==> config.mk <==
export PLATFORM = sky130hd
export DESIGN_NAME = asu_core
export DESIGN_NICKNAME = d
export VERILOG_FILES = /design/src/common/asu_pkg.sv /design/src/hdl/asu_fifo.sv /design/src/hdl/asu_baud.sv /design/src/hdl/asu_core.sv
export SDC_FILE = /design/constraint.sdc
export NUM_CORES = 1
export LEC_CHECK = 0
export ABC_CLOCK_PERIOD_IN_PS = 5000
export BUFFER_PORTS_ARGS = -buffer_cell sky130_fd_sc_hd__buf_2
export CAP_MARGIN = 40
export CORE_MARGIN = 1
export CORE_UTILIZATION = 66
export DETAILED_ROUTE_END_ITERATION = 8
export MAX_ROUTING_LAYER = met4
export PLACE_DENSITY = 0.9
export SLEW_MARGIN = 10
export SYNTH_ARGS = -nofsm -noshare
export SYNTH_HDL_FRONTEND = slang
export SYNTH_SLANG_ARGS = --single-unit
==> constraint.sdc <==
create_clock -name CLK_SYS_IN -period 5 [get_ports CLK_SYS_IN]
set_input_delay 1 -clock CLK_SYS_IN [delete_from_list [all_inputs] [get_ports CLK_SYS_IN]]
set_output_delay 1 -clock CLK_SYS_IN [all_outputs]
set_load 0.05 [all_outputs]
==> src/common/asu_pkg.sv <==
// Purpose: Shared constants and types for the asynchronous serial unit.
// Assumes: Byte-wide register port with 16-bit addresses.
// Notes: Frame timing counts ticks of the baud prescaler.
package asu_pkg;
	localparam logic [15:0] ADDR_MODE = 16'hFF70;
	localparam logic [15:0] ADDR_STATUS = 16'hFF71;
	localparam logic [15:0] ADDR_BAUD = 16'hFF72;
	localparam logic [15:0] ADDR_DATA = 16'hFF74;
	localparam int MODE_TX_EN = 7;
	localparam int MODE_RX_EN = 6;
	localparam int MODE_PAR_HI = 5;
	localparam int MODE_PAR_LO = 4;
	localparam int MODE_CHAR = 3;
	localparam int MODE_STOP = 2;
	localparam int MODE_ERR_SUP = 1;
	localparam int STAT_PE = 2;
	localparam int STAT_FE = 1;
	localparam int STAT_OVE = 0;
	localparam int BAUD_SRC_HI = 6;
	localparam int BAUD_SRC_LO = 4;
	localparam int BAUD_DIV_HI = 3;
	localparam int BAUD_DIV_LO = 0;
	localparam logic [7:0] MODE_RESET = 8'h00;
	localparam logic [7:0] BAUD_RESET = 8'h00;
	localparam logic [7:0] STATUS_RESET = 8'h00;
	localparam logic [7:0] RXBUF_RESET = 8'hFF;
	localparam logic [4:0] BIT_BASE = 5'h10;
	localparam logic [3:0] PRESC_EXP_BASE = 4'h1;
	localparam logic [1:0] PAR_NONE = 2'h0;
	localparam logic [1:0] PAR_ZERO = 2'h1;
	localparam logic [1:0] PAR_ODD = 2'h2;
	localparam logic [1:0] PAR_EVEN = 2'h3;
	localparam logic [2:0] LAST_BIT7 = 3'h6;
	localparam logic [2:0] LAST_BIT8 = 3'h7;

	// Parity bit for a character under the selected mode.
	function automatic logic asu_parity(input logic [7:0] d,
			input logic len8, input logic [1:0] mode);
		logic p;
		p = ^{d[7] & len8, d[6:0]};
		case (mode)
			PAR_ODD: asu_parity = ~p;
			PAR_EVEN: asu_parity = p;
			default: asu_parity = 1'b0;
		endcase
	endfunction
endpackage

==> src/hdl/asu_fifo.sv <==
// Purpose: Transmit FIFO between the register port and the transmitter.
// Assumes: Read data appear one cycle after a pop.
// Notes: Depth must be a power of two.
`timescale 1ns/1ns
module asu_fifo #(
	parameter int WIDTH = 8,
	parameter int DEPTH = 16
) (
	input logic clk_in,
	input logic rst_in,
	input logic in_valid_in,
	output logic in_ready_out,
	input logic [WIDTH-1:0] in_data_in,
	output logic out_valid_out,
	input logic out_ready_in,
	output logic [WIDTH-1:0] out_data_out
);
	localparam int AW = $clog2(DEPTH);
	logic [WIDTH-1:0] mem [DEPTH];
	logic [AW-1:0] wr_ptr;
	logic [AW-1:0] rd_ptr;
	logic [AW:0] count;
	logic push;
	logic pop;

	assign in_ready_out = count != (AW+1)'(DEPTH);
	assign out_valid_out = count != '0;
	assign push = in_valid_in && in_ready_out;
	assign pop = out_valid_out && out_ready_in;

	always_ff @(posedge clk_in) begin
		if (push) begin
			mem[wr_ptr] <= in_data_in;
		end
	end

	always_ff @(posedge clk_in) begin
		if (rst_in) begin
			wr_ptr <= '0;
			rd_ptr <= '0;
			count <= '0;
			out_data_out <= '0;
		end else begin
			if (push) begin
				wr_ptr <= wr_ptr + 1'b1;
			end
			if (pop) begin
				rd_ptr <= rd_ptr + 1'b1;
				out_data_out <= mem[rd_ptr];
			end
			count <= count + (AW+1)'(push) - (AW+1)'(pop);
		end
	end
endmodule

==> src/hdl/asu_baud.sv <==
// Purpose: Baud prescaler giving one tick per half source period.
// Assumes: Selection changes only while no frame is in flight.
// Notes: Tick period is 2 to the power of (select plus one) clocks.
`timescale 1ns/1ns
module asu_baud #(
	parameter int PRESC_W = 8
) (
	input logic clk_in,
	input logic rst_in,
	input logic [2:0] src_sel_in,
	output logic tick_out
);
	logic [PRESC_W-1:0] cnt;
	logic [PRESC_W:0] mask;

	// Twice the source rate, so a bit of 16 plus k ticks lasts half of 16 plus k source periods.
	always_comb begin
		mask = ((PRESC_W+1)'(1) << ({1'b0, src_sel_in} + 4'h1)) - 1'b1; // RULE_16
	end

	always_ff @(posedge clk_in) begin
		if (rst_in) begin
			cnt <= '0;
			tick_out <= 1'b0;
		end else begin
			cnt <= cnt + 1'b1;
			tick_out <= (cnt & mask[PRESC_W-1:0]) == mask[PRESC_W-1:0]; // RULE_16
		end
	end
endmodule

==> src/hdl/asu_core.sv <==
// Purpose: Full-duplex asynchronous serial unit with baud generator.
// Assumes: Register strobes and the receive pin are synchronous.
// Notes: Transmit data pass through a FIFO before the shifter.
// Operation
// RULE_01: Transmit and receive enable bits pick off, receive, transmit or both.
// RULE_02: With both enables clear, no transfer and both pins stay plain ports.
// RULE_03: A frame is a start bit then a character; both directions run at once.
// RULE_04: Parity field: none, forced zero unchecked, odd, even.
// RULE_05: Character length bit picks seven or eight data bits.
// RULE_06: Stop length bit picks one or two transmitted stop bits.
// RULE_07: Receiver checks only the first stop bit.
// RULE_08: Suppress bit set blocks the receive-done request for an errored frame.
// RULE_09: Parity error flags a received parity bit that mismatches.
// RULE_10: Framing error flags a missing stop bit.
// RULE_11: Overrun flags a frame completed before the buffer was read.
// RULE_12: Overrun keeps being reported until the receive buffer is read.
// RULE_13: Error status shows the receive error kind and resets to zero.
// RULE_14: Mode register resets to zero, the disabled state.
// RULE_15: Baud register resets to zero and is written as a whole byte.
// RULE_16: Source select gives system clock over two to the (two plus field).
// RULE_17: Divider field divides the source by sixteen plus the field; the code makes a bit 16 plus the field ticks at twice the source rate.
// RULE_18: Software leaves the baud register alone during a transfer.
// RULE_19: Software stops both directions before changing the mode.
// RULE_20: Software writes zero to reserved mode and baud bits.
// RULE_21: Software writes zero to the upper status bits.
// RULE_22: Software sets port latches and directions before serial use.
// RULE_23: A write to the transmit register starts a frame.
// RULE_24: Receive buffer shares the transmit address, resets to ones, top bit zero; the code resets it to FF.
// RULE_25: Idle high, low start, LSB first, optional parity, high stops.
`timescale 1ns/1ns
module asu_core
	import asu_pkg::*;
#(
	parameter int FIFO_DEPTH = 16
) (
	input logic CLK_SYS_IN,
	input logic RST_IN,
	input logic [15:0] ADDR_IN,
	input logic WR_IN,
	input logic RD_IN,
	input logic [7:0] WDATA_IN,
	output logic [7:0] RDATA_OUT,
	output logic TX_READY_OUT,
	output logic TX_BUSY_OUT,
	output logic RX_DONE_OUT,
	input logic RXD_IN,
	output logic RXD_SERIAL_OUT,
	output logic TXD_OUT,
	output logic TXD_OE_OUT
);
	typedef enum logic [5:0] {
		TX_IDLE = 6'h01,
		TX_LOAD = 6'h02,
		TX_START = 6'h04,
		TX_DATA = 6'h08,
		TX_PAR = 6'h10,
		TX_STOP = 6'h20
	} asu_tx_e;

	typedef enum logic [4:0] {
		RX_IDLE = 5'h01,
		RX_START = 5'h02,
		RX_DATA = 5'h04,
		RX_PAR = 5'h08,
		RX_STOP = 5'h10
	} asu_rx_e;

	logic [7:0] serial_mode_control;
	logic [7:0] baud_generator_control;
	logic [7:0] receive_error_status;
	logic [7:0] receive_buffer_register;
	logic rx_full;

	logic transmit_enable_bit;
	logic receive_enable_bit;
	logic [1:0] parity_mode;
	logic char_length_bit;
	logic stop_length_bit;
	logic error_irq_suppress_bit;
	logic [4:0] bit_len;
	logic [4:0] half_len;
	logic tick;

	logic wr_mode;
	logic wr_baud;
	logic wr_data;
	logic rd_data;

	logic fifo_valid;
	logic fifo_pop;
	logic [7:0] fifo_data;

	asu_tx_e tx_state;
	logic [4:0] tx_cnt;
	logic [2:0] tx_bitn;
	logic tx_stopn;
	logic [7:0] tx_sh;
	logic tx_par;
	logic tx_bit_end;

	asu_rx_e rx_state;
	logic [4:0] rx_cnt;
	logic [2:0] rx_bitn;
	logic [7:0] rx_sh;
	logic rx_pbit;
	logic rx_sample;
	logic rx_done;
	logic next_pe;
	logic next_fe;
	logic next_ove;

	assign transmit_enable_bit = serial_mode_control[MODE_TX_EN];
	assign receive_enable_bit = serial_mode_control[MODE_RX_EN];
	assign parity_mode = serial_mode_control[MODE_PAR_HI:MODE_PAR_LO];
	assign char_length_bit = serial_mode_control[MODE_CHAR];
	assign stop_length_bit = serial_mode_control[MODE_STOP];
	assign error_irq_suppress_bit = serial_mode_control[MODE_ERR_SUP];

	// A setting of 1111 is not trapped; it simply yields a 31-tick bit.
	assign bit_len = BIT_BASE +
		5'(baud_generator_control[BAUD_DIV_HI:BAUD_DIV_LO]); // RULE_17
	assign half_len = {1'b0, bit_len[4:1]};

	assign wr_mode = WR_IN && ADDR_IN == ADDR_MODE;
	assign wr_baud = WR_IN && ADDR_IN == ADDR_BAUD;
	assign wr_data = WR_IN && ADDR_IN == ADDR_DATA;
	assign rd_data = RD_IN && ADDR_IN == ADDR_DATA; // RULE_24

	asu_baud #(
		.PRESC_W(8)
	) u_baud (
		.clk_in(CLK_SYS_IN),
		.rst_in(RST_IN),
		.src_sel_in(baud_generator_control[BAUD_SRC_HI:BAUD_SRC_LO]),
		.tick_out(tick)
	);

	// Queued bytes let software burst writes without tracking each frame.
	asu_fifo #(
		.WIDTH(8),
		.DEPTH(FIFO_DEPTH)
	) u_fifo (
		.clk_in(CLK_SYS_IN),
		.rst_in(RST_IN),
		.in_valid_in(wr_data),
		.in_ready_out(TX_READY_OUT),
		.in_data_in(WDATA_IN),
		.out_valid_out(fifo_valid),
		.out_ready_in(fifo_pop),
		.out_data_out(fifo_data)
	);

	// Reserved bits are stored as zero whatever software writes.
	always_ff @(posedge CLK_SYS_IN) begin
		if (RST_IN) begin
			serial_mode_control <= MODE_RESET; // RULE_14
			baud_generator_control <= BAUD_RESET; // RULE_15
		end else begin
			if (wr_mode) begin
				serial_mode_control <= {WDATA_IN[7:1], 1'b0};
			end
			if (wr_baud) begin
				baud_generator_control <= {1'b0, WDATA_IN[6:0]}; // RULE_15
			end
		end
	end

	always_ff @(posedge CLK_SYS_IN) begin
		if (RST_IN) begin
			RDATA_OUT <= 8'h00;
		end else if (RD_IN) begin
			case (ADDR_IN)
				ADDR_MODE: RDATA_OUT <= serial_mode_control;
				ADDR_STATUS: RDATA_OUT <= receive_error_status;
				ADDR_BAUD: RDATA_OUT <= baud_generator_control;
				ADDR_DATA: RDATA_OUT <= receive_buffer_register; // RULE_24
				default: RDATA_OUT <= 8'h00;
			endcase
		end
	end

	assign fifo_pop = transmit_enable_bit && tx_state == TX_IDLE &&
		fifo_valid; // RULE_23
	assign tx_bit_end = tick && tx_cnt == bit_len - 5'h01;
	assign TX_BUSY_OUT = tx_state != TX_IDLE || fifo_valid;

	always_ff @(posedge CLK_SYS_IN) begin
		if (RST_IN || !transmit_enable_bit) begin // RULE_02
			tx_state <= TX_IDLE;
			tx_cnt <= 5'h00;
			tx_bitn <= 3'h0;
			tx_stopn <= 1'b0;
			tx_sh <= 8'h00;
			tx_par <= 1'b0;
		end else begin
			if (tx_state != TX_IDLE && tx_state != TX_LOAD && tick) begin
				tx_cnt <= tx_bit_end ? 5'h00 : tx_cnt + 5'h01;
			end
			case (tx_state)
				TX_IDLE: begin
					if (fifo_pop) begin
						tx_state <= TX_LOAD; // RULE_23
					end
				end
				TX_LOAD: begin
					tx_sh <= fifo_data;
					tx_par <= asu_parity(fifo_data, char_length_bit,
						parity_mode); // RULE_04
					tx_cnt <= 5'h00;
					tx_bitn <= 3'h0;
					tx_stopn <= 1'b0;
					tx_state <= TX_START;
				end
				TX_START: begin
					if (tx_bit_end) begin
						tx_state <= TX_DATA;
					end
				end
				TX_DATA: begin
					if (tx_bit_end) begin
						tx_sh <= {1'b0, tx_sh[7:1]}; // RULE_25
						tx_bitn <= tx_bitn + 3'h1;
						if (tx_bitn == (char_length_bit ? LAST_BIT8 :
							LAST_BIT7)) begin // RULE_05
							tx_state <= parity_mode == PAR_NONE ?
								TX_STOP : TX_PAR; // RULE_04
						end
					end
				end
				TX_PAR: begin
					if (tx_bit_end) begin
						tx_state <= TX_STOP;
					end
				end
				TX_STOP: begin
					if (tx_bit_end) begin
						if (stop_length_bit && !tx_stopn) begin
							tx_stopn <= 1'b1; // RULE_06
						end else begin
							tx_state <= TX_IDLE;
						end
					end
				end
				default: tx_state <= TX_IDLE;
			endcase
		end
	end

	// The line lags the state by one clock, far below one bit time.
	always_ff @(posedge CLK_SYS_IN) begin
		if (RST_IN) begin
			TXD_OUT <= 1'b1;
			TXD_OE_OUT <= 1'b0;
		end else begin
			TXD_OE_OUT <= transmit_enable_bit; // RULE_01
			case (tx_state)
				TX_START: TXD_OUT <= 1'b0; // RULE_25
				TX_DATA: TXD_OUT <= tx_sh[0];
				TX_PAR: TXD_OUT <= tx_par; // RULE_04
				default: TXD_OUT <= 1'b1;
			endcase
		end
	end

	assign RXD_SERIAL_OUT = receive_enable_bit; // RULE_01
	assign rx_sample = tick && (rx_state == RX_START ?
		rx_cnt == half_len - 5'h01 : rx_cnt == bit_len - 5'h01);

	always_ff @(posedge CLK_SYS_IN) begin
		if (RST_IN || !receive_enable_bit) begin // RULE_02
			rx_state <= RX_IDLE;
			rx_cnt <= 5'h00;
			rx_bitn <= 3'h0;
			rx_sh <= 8'h00;
			rx_pbit <= 1'b0;
		end else begin
			if (rx_state != RX_IDLE && tick) begin
				rx_cnt <= rx_sample ? 5'h00 : rx_cnt + 5'h01;
			end
			case (rx_state)
				RX_IDLE: begin
					if (!RXD_IN) begin // RULE_03
						rx_state <= RX_START; // RULE_25
						rx_cnt <= 5'h00;
						rx_bitn <= 3'h0;
						rx_sh <= 8'h00;
					end
				end
				RX_START: begin
					if (rx_sample) begin
						// A glitch shorter than half a bit is discarded.
						rx_state <= RXD_IN ? RX_IDLE : RX_DATA;
					end
				end
				RX_DATA: begin
					if (rx_sample) begin
						rx_sh[rx_bitn] <= RXD_IN; // RULE_25
						rx_bitn <= rx_bitn + 3'h1;
						if (rx_bitn == (char_length_bit ? LAST_BIT8 :
							LAST_BIT7)) begin // RULE_05
							rx_state <= parity_mode == PAR_NONE ?
								RX_STOP : RX_PAR;
						end
					end
				end
				RX_PAR: begin
					if (rx_sample) begin
						rx_pbit <= RXD_IN;
						rx_state <= RX_STOP;
					end
				end
				RX_STOP: begin
					if (rx_sample) begin
						rx_state <= RX_IDLE; // RULE_07
					end
				end
				default: rx_state <= RX_IDLE;
			endcase
		end
	end

	assign rx_done = rx_state == RX_STOP && rx_sample; // RULE_07
	assign next_fe = !RXD_IN; // RULE_10
	assign next_pe = parity_mode[1] && rx_pbit !=
		asu_parity(rx_sh, char_length_bit, parity_mode); // RULE_09
	// A read in the same clock as completion counts as in time.
	assign next_ove = rx_full && !rd_data; // RULE_11

	always_ff @(posedge CLK_SYS_IN) begin
		if (RST_IN) begin
			receive_error_status <= STATUS_RESET; // RULE_13
		end else if (rx_done) begin
			receive_error_status <= 8'h00;
			receive_error_status[STAT_PE] <= next_pe; // RULE_09
			receive_error_status[STAT_FE] <= next_fe; // RULE_10
			receive_error_status[STAT_OVE] <= next_ove; // RULE_12
		end
	end

	// On overrun the unread byte is kept and the new one is lost.
	always_ff @(posedge CLK_SYS_IN) begin
		if (RST_IN) begin
			receive_buffer_register <= RXBUF_RESET; // RULE_24
			rx_full <= 1'b0;
		end else begin
			if (rx_done) begin
				rx_full <= 1'b1; // RULE_11
				if (!next_ove) begin
					receive_buffer_register <= rx_sh; // RULE_24
				end
			end else if (rd_data) begin
				rx_full <= 1'b0; // RULE_12
			end
		end
	end

	always_ff @(posedge CLK_SYS_IN) begin
		if (RST_IN) begin
			RX_DONE_OUT <= 1'b0;
		end else begin
			RX_DONE_OUT <= rx_done && !(error_irq_suppress_bit &&
				(next_pe || next_fe || next_ove)); // RULE_08
		end
	end
endmodule

==> results of run 1 <==
-- kinds of logic after synthesis --
kind of cell,after synthesis,synth area share
xor+xnor,51,0.0413
simple gates,297,0.135
mux,101,0.140
fa+ha+maj,21,0.0250
flops,241,0.564
compound gates,111,0.0683
buf+inv,72,0.0264
-- per-layer routing --
metal  vias to the layer above  wire length, µm  GRT usage  part of all wire
met1                      3601             9970      0.402              0.40
met5                         -                0          -                 0
met3                        55             1510     0.0361             0.061
met4                         0              790      0.105             0.032
met2                       317            12500      0.514              0.51
li1                       3352                -          -                 -
-- per-stage QoR --
| stage | hold slack, ns | power [mW] |
|---|---|---|
| final | 0.476 | 4.02 |
| after global placement | 0.441 | 2.20 |
| after global routing | 0.501 | 4.10 |
| after floorplan | 0.432 | 2.16 |
| after detailed placement | 0.469 | 2.20 |
| after CTS | 0.476 | 4.02 |
-- sequential cells by signal (all words and copies together), names as in the netlist, 3 cells and up --
| register | flops |
|---|---|
| RDATA_OUT | 8 |
| u_fifo.wr_ptr | 4 |
| receive_error_status | 3 |
| tx_sh | 8 |
| u_fifo.count | 5 |
| serial_mode_control | 7 |
| tx_cnt | 5 |
| receive_buffer_register | 8 |
| tx_bitn | 3 |
| rx_cnt | 5 |
| rx_sh | 8 |
| u_baud.cnt | 8 |
| u_fifo.rd_ptr | 4 |
| rx_bitn | 3 |
| u_fifo.mem | 128 |
| rx_state | 5 |
| tx_state | 6 |
| baud_generator_control | 7 |
| u_fifo.out_data_out | 8 |
-- synth_stat cells (3+ instances only) --
master	instances	share of area
ha_1	20	0.023
a21oi_1	27	0.012
and3_1	8	0.0046
o21ai_1	3	0.0014
nand2_1	52	0.018
nor2_1	123	0.043
nand3_1	27	0.012
nand2b_1	13	0.0075
edfxtp_1	128	0.36
inv_1	25	0.0087
buf_2	6	0.0028
a31o_2	5	0.0040
mux4_2	40	0.083
nor3_1	12	0.0055
clkbuf_1	29	0.010
or3_1	5	0.0029
nor3b_1	6	0.0042
xnor2_1	32	0.026
o221a_2	3	0.0031
a21o_1	4	0.0028
a22oi_1	9	0.0062
a211oi_1	12	0.0083
mux2i_1	59	0.055
nand3b_1	7	0.0049
or4_1	6	0.0042
nand4_1	10	0.0058
xor2_1	19	0.015
nor2b_1	11	0.0064
dfxtp_1	113	0.21
buf_1	11	0.0038
a31oi_1	5	0.0029
o21ai_0	22	0.010
nor4_1	3	0.0017
-- critical path: cells and delay by family, from the launching register on --
kind                       cells  cell delay (ns)
AOI/OAI and AO/OA              2             0.31
adders and majority gates      3             0.78
and+or+nand+nor                5             1.63
buffers and inverters          2             0.31
DFF                            1             0.36
-- power by group through the flow --
stage	combinational (mW)	clock [mW]	sequential (mW)
after floorplan	0.0316	0	2.13
after global placement	0.0668	0	2.13
after detailed placement	0.0689	0	2.13
after CTS	0.0698	1.87	2.09
after global routing	0.0768	1.94	2.09
final	0.0711	1.86	2.09
-- area by class of cell --
class                      instances  area [µm²]
timing repair buffer              51         275
clock buffer                      30         623
inverter                          25        93.8
fill                             982        3950
clock inverter                    14         190
multi-input combinational        581        4430
sequential                       241        6110
tap                              216         270
-- how the worst max path moves through the flow --
stage	start	to	slack [ns]
after floorplan	tx_state[2]	u_fifo.count[4]	1.72
after global placement	ADDR_IN[7]	u_fifo.mem[2][1]	1.33
after detailed placement	ADDR_IN[7]	u_fifo.mem[8][3]	1.41
after CTS	tx_state[2]	u_fifo.count[4]	1.54
after global routing	baud_generator_control[2]	rx_state[1]	1.34
final	tx_state[2]	u_fifo.count[4]	1.52
==> flow_summary.ini, run 1 <==
[run_status]
status = completed

[grt]
grt_pass1_wl_mm = 38.0
grt_use_total = 0.311
grt_overflow_total = 0
grt_pass1_vias = 6918
grt_max_degree = 64
antenna_found_initial = 0

[timing]
setup_tns_ns = 0
slew_violations = 0
hold_viol_final = 0
post-route-period-util = 0.696
worst_pin_slew_ns = 0.954
slew_headroom = 0.362
fmax_ghz = 0.288
setup_viol = 0
period_needed_ns = 3.48
fin_ws_ns = 1.52
rsz0062_at_grt = false
clock_skew_ns = 0.0167

[hold_path]
min_path_type = flop to flop
worstHoldPathCells = 2
min_from = tx_par
whs_endpoint = tx_par

[clocking]
clk_path_buf_depth = 3
insertion_delay_ns = 0.54
clk_pin_slew_worst_paths_ns = 0.07
numClockSinks = 241
post_cts_buffers = 0
cts_buffers = 24
cts_resized = 0
cts_tree = built
cts_htree_levels = 1
hold_buffers = 0
root_buffer = clkbuf_16

[floorplanning]
die_area_um2 = 16900
ioPinCount = 43
fp.dieH_um = 130
core-area_um2 = 15900
row_count = 46
initial_core_util = 0.679
die_w_um = 130

[route]
drt_iter0_markers = 645
via_per_inst = 6.33
via_count = 7325
drt-wirelength-per-cell_um = 21.4
drcViolationCount = 0
drtPass1Iterations = 5
drt_wl_total_mm = 24.8
antenna_left = 0

[finish]
area_growth_pct = 10.8
layout_common_cells = edfxtp_1 (128), nor2_1 (123), dfxtp_1 (112), mux2i_1 (59), nand2_1 (52)
finalNonFillerCells = 1158
fin_area_um2 = 12000
final_nets = 974
n_antenna_cell = 0
final_common_cell = edfxtp_1
drive_gt1_frac = 0.149
fin_util = 0.752

[place]
dp.cells = 1114
pre_cts_ws_ns = 1.41
place_congestion = 0.843
io_buffer_count = 42
dp_hpwl_mm = 15.7
placed_cell_area_um2 = 11200

[setup_path]
critPathLaunchType = flop
r2r_setup_slack_ns = 1.52
crit_path_top_delay_cell = or4_1
rr_startpoint = tx_state[2]
crit_path_max_fanout = 13
rr_worst_depth = 12
cp-end-kind = flop
cp.arrival_ns = 3.94
worstPathCellList = or4_1, or3b_1, nor2_1, buf_4, ha_1, inv_1, ha_1, fa_1, a21oi_1, nor2_1, or3_1, a21oi_1
rr_endpoint = u_fifo.count[4]
cp.required_ns = 5.46
crit_type = flop to flop
critPathMaxStageDelay_ns = 0.54

[synth]
ys_types = 66
synth_area_um2 = 10800
synth_ff_type = edfxtp_1
synth-warning-count = 0
synth_edf_count = 128
synthArstFlopShare = 0
syn_area_per_cell_um2 = 12.1
synth_cells = 894
ys_ff_latch = 241
synth_nets = 944
synth.yosys.seq_area_share = 0.564

[pwr]
p_leak_nw = 4.36
power.share.clock = 0.463
power_frac_seq = 0.519
swShare = 0.204
p_comb_frac = 0.018
power_switching_mw = 0.822
p_int_mw = 3.20
p_per_area_nw_per_um2 = 335
peakVddDrop_mv = 0.341

[run]
cap_violations = 0
Note: power is estimated with default switching activity, not from simulation.
==> inputs of run 2 (changes only) <==
Settings changed: ABC_AREA set to 1, ABC_CLOCK_PERIOD_IN_PS 5000 to 3300, CORE_UTILIZATION 66 to 62, PLACE_DENSITY 0.9 to 0.86.
Clock period 5 ns to 3.3 ns, I/O delays scaled along.
==> run 2 against run 1 <==
  * Count of clock-buffer cells in the layout up 2
  * Flip-flop and latch count unchanged
  * First-iteration DRC count up 69%
  * Largest power group unchanged
==> flow_summary.ini, run 2 <==
[clocking]
insertion_delay_ns = 0.51
root_buffer = clkbuf_16
clk_path_buf_depth = 3
hold_buffers = 0
clk_pin_slew_worst_paths_ns = 0.06
post_cts_buffers = 0
cts_buffers = 24
cts_resized = 0
cts_tree = built
cts_htree_levels = 1
numClockSinks = 241

[setup_path]
worstPathCellList = inv_1, ha_1, nand2_1, o21ai_0, nor2_1, o211ai_1, nor2_1, nand3_1, nand2_1, clkinv_1, nor2_1, nor2_1
cp-end-kind = flop
cp.required_ns = 3.70
crit_path_max_fanout = 11
critPathMaxStageDelay_ns = 0.41
cp.arrival_ns = 3.04
crit_type = flop to flop
cpMostUsedCell = nor2_1
crit_path_top_delay_cell = dfxtp_1
critPathLaunchType = flop

[pwr]
peakVddDrop_mv = 0.492
p_per_area_nw_per_um2 = 482
p_leak_nw = 4.49

[synth]
ys_types = 45
synth-warning-count = 0
synth_ff_type = edfxtp_1
synth.yosys.seq_area_share = 0.561
yosysMostFrequentCell = nor2_1
synth_nets = 1245
synth_common_cells = nor2_1 (169), nand2_1 (168), o21ai_0 (129)
synth_top_area_cell = edfxtp_1
netlist_top_cells_area = edfxtp_1 (35%), dfxtp_1 (21%), o21ai_0 (5.9%), nor2_1 (5.8%), nand2_1 (5.8%)
synth_cells = 1195
synthArstFlopShare = 0
synth_edf_count = 128
synth_top_cell_area_share = 0.353
syn_area_per_cell_um2 = 9.12
ys_ff_latch = 241
synth_area_um2 = 10900

[timing]
worst_pin_slew_ns = 0.936
period_needed_ns = 2.64
clock_skew_ns = 0.00800
slew_violations = 0
setup_viol = 0
post-route-period-util = 0.800
setup_tns_ns = 0
hold_viol_final = 0
slew_headroom = 0.375
fmax_ghz = 0.379
rsz0062_at_grt = false

[finish]
n_antenna_cell = 0
final_nets = 1288
largest_register_ffs = 128
final_common_cell = nor2_1
area_growth_pct = 11.0
fin_util = 0.702
layout_common_cells = nor2_1 (169), nand2_1 (168), o21ai_0 (129), edfxtp_1 (128), inv_1 (113)
n_fill_cell = 1204
top_register = u_fifo.mem
drive_gt1_frac = 0.0979

[route]
antenna_left = 0
drtPass1Iterations = 6
drt-wirelength-per-cell_um = 17.7
drt_iter0_markers = 1090
via_count = 8964
via_per_inst = 6.05
drcViolationCount = 0
drt_wl_total_mm = 26.2

[grt]
grt_pass1_wl_mm = 42.1
antenna_found_initial = 0
grt_overflow_total = 0
grt_max_degree = 67
grt_use_total = 0.305
grt_pass1_vias = 8531

[place]
place_congestion = 0.881
io_buffer_count = 42
dp_hpwl_mm = 17.5

[floorplanning]
ioPinCount = 43
core-area_um2 = 17200
die_w_um = 135
die_area_um2 = 18100
initial_core_util = 0.632
row_count = 48
fp.dieH_um = 135

[hold_path]
min_path_type = flop to flop

[run]
cap_violations = 0

[run_status]
status = completed
==> run 2: changes by cell type after synthesis, moves of 17 or more <==
cell      before  now
mux4_2        40    0
nand2_1       52  168
nand3_1       27   71
mux2i_1       59    0
xnor2_1       32   13
o211ai_1       1   23
o21ai_0       22  129
o221ai_1       2   19
inv_1         25  113
nand4_1       10   32
a21oi_1       27   60
nor2_1       123  169
==> run 2: worst paths after layout <==
kind,slack [ns],start,cells past startpoint,endpoint
worst max-delay path,0.66,baud_generator_control[0],12,tx_sh[5]
worst max register to register,0.66,baud_generator_control[0],12,tx_sh[5]
worst min-delay path,0.45,serial_mode_control[1],1,RX_DONE_OUT
worst min register to register,0.45,serial_mode_control[1],1,RX_DONE_OUT
==> run 2: metrics by stage <==
step / setup WS, ns / hold slack, ns / total power, mW / instances / cell area, µm²
floorplan: 0.831 / 0.408 / 3.26 / 1195 / 10900
global placement: 0.784 / 0.441 / 3.32 / 1437 / 11300
detailed placement: 0.715 / 0.443 / 3.33 / 1437 / 11300
CTS: 0.701 / 0.450 / 5.85 / 1481 / 12100
global route: 0.412 / 0.464 / 5.98 / 1481 / 12100
finish: 0.661 / 0.452 / 5.83 / 1481 / 12100
==> run 2: area by class of cell <==
cell class	count	area (µm²)	area share
Inverter	121	454	0.0376
Tap cell	225	282	0.0233
Timing Repair Buffer	63	380	0.0315
Clock buffer	32	672	0.0556
Clock inverter	12	71.3	0.00590
Sequential cell	241	6110	0.505
Multi-Input combinational cell	787	4130	0.341
==> run 2: power breakdown <==
group / internal [mW] / leakage, nW / switching (mW) / total [mW]
Combinational: 0.0246 / 2.06 / 0.0794 / 0.104
Sequential: 3.15 / 2.06 / 0.00366 / 3.16
Clock: 1.44 / 0.368 / 1.13 / 2.57
==> run 2: per-layer routing <==
| metal | wire [µm] | vias up | global-route usage |
|---|---|---|---|
| li1 | - | 4201 | - |
| met1 | 10200 | 4153 | 0.390 |
| met2 | 12500 | 524 | 0.485 |
| met3 | 2520 | 86 | 0.0428 |
| met4 | 969 | 0 | 0.137 |
| met5 | 0 | - | - |
==> run 2: kinds of logic (layout without fill, tap and decap cells) <==
group / Yosys count / count (layout) / share of synthesized area
AOI/OAI and AO/OA: 257 / 257 / 0.134
adders and majority gates: 21 / 21 / 0.0248
DFF: 241 / 241 / 0.561
buffers and inverters: 167 / 228 / 0.0611
xor gates and xnor gates: 34 / 34 / 0.0273
and+or+nand+nor: 475 / 475 / 0.192
==> run 2: critical path, delay by kind of cell (launching register included) <==
family | cells | cell delay [ns]
flops | 1 | 0.41
buf+inv | 2 | 0.46
compound gates | 2 | 0.20
fa+ha+maj | 1 | 0.35
simple gates | 7 | 1.10
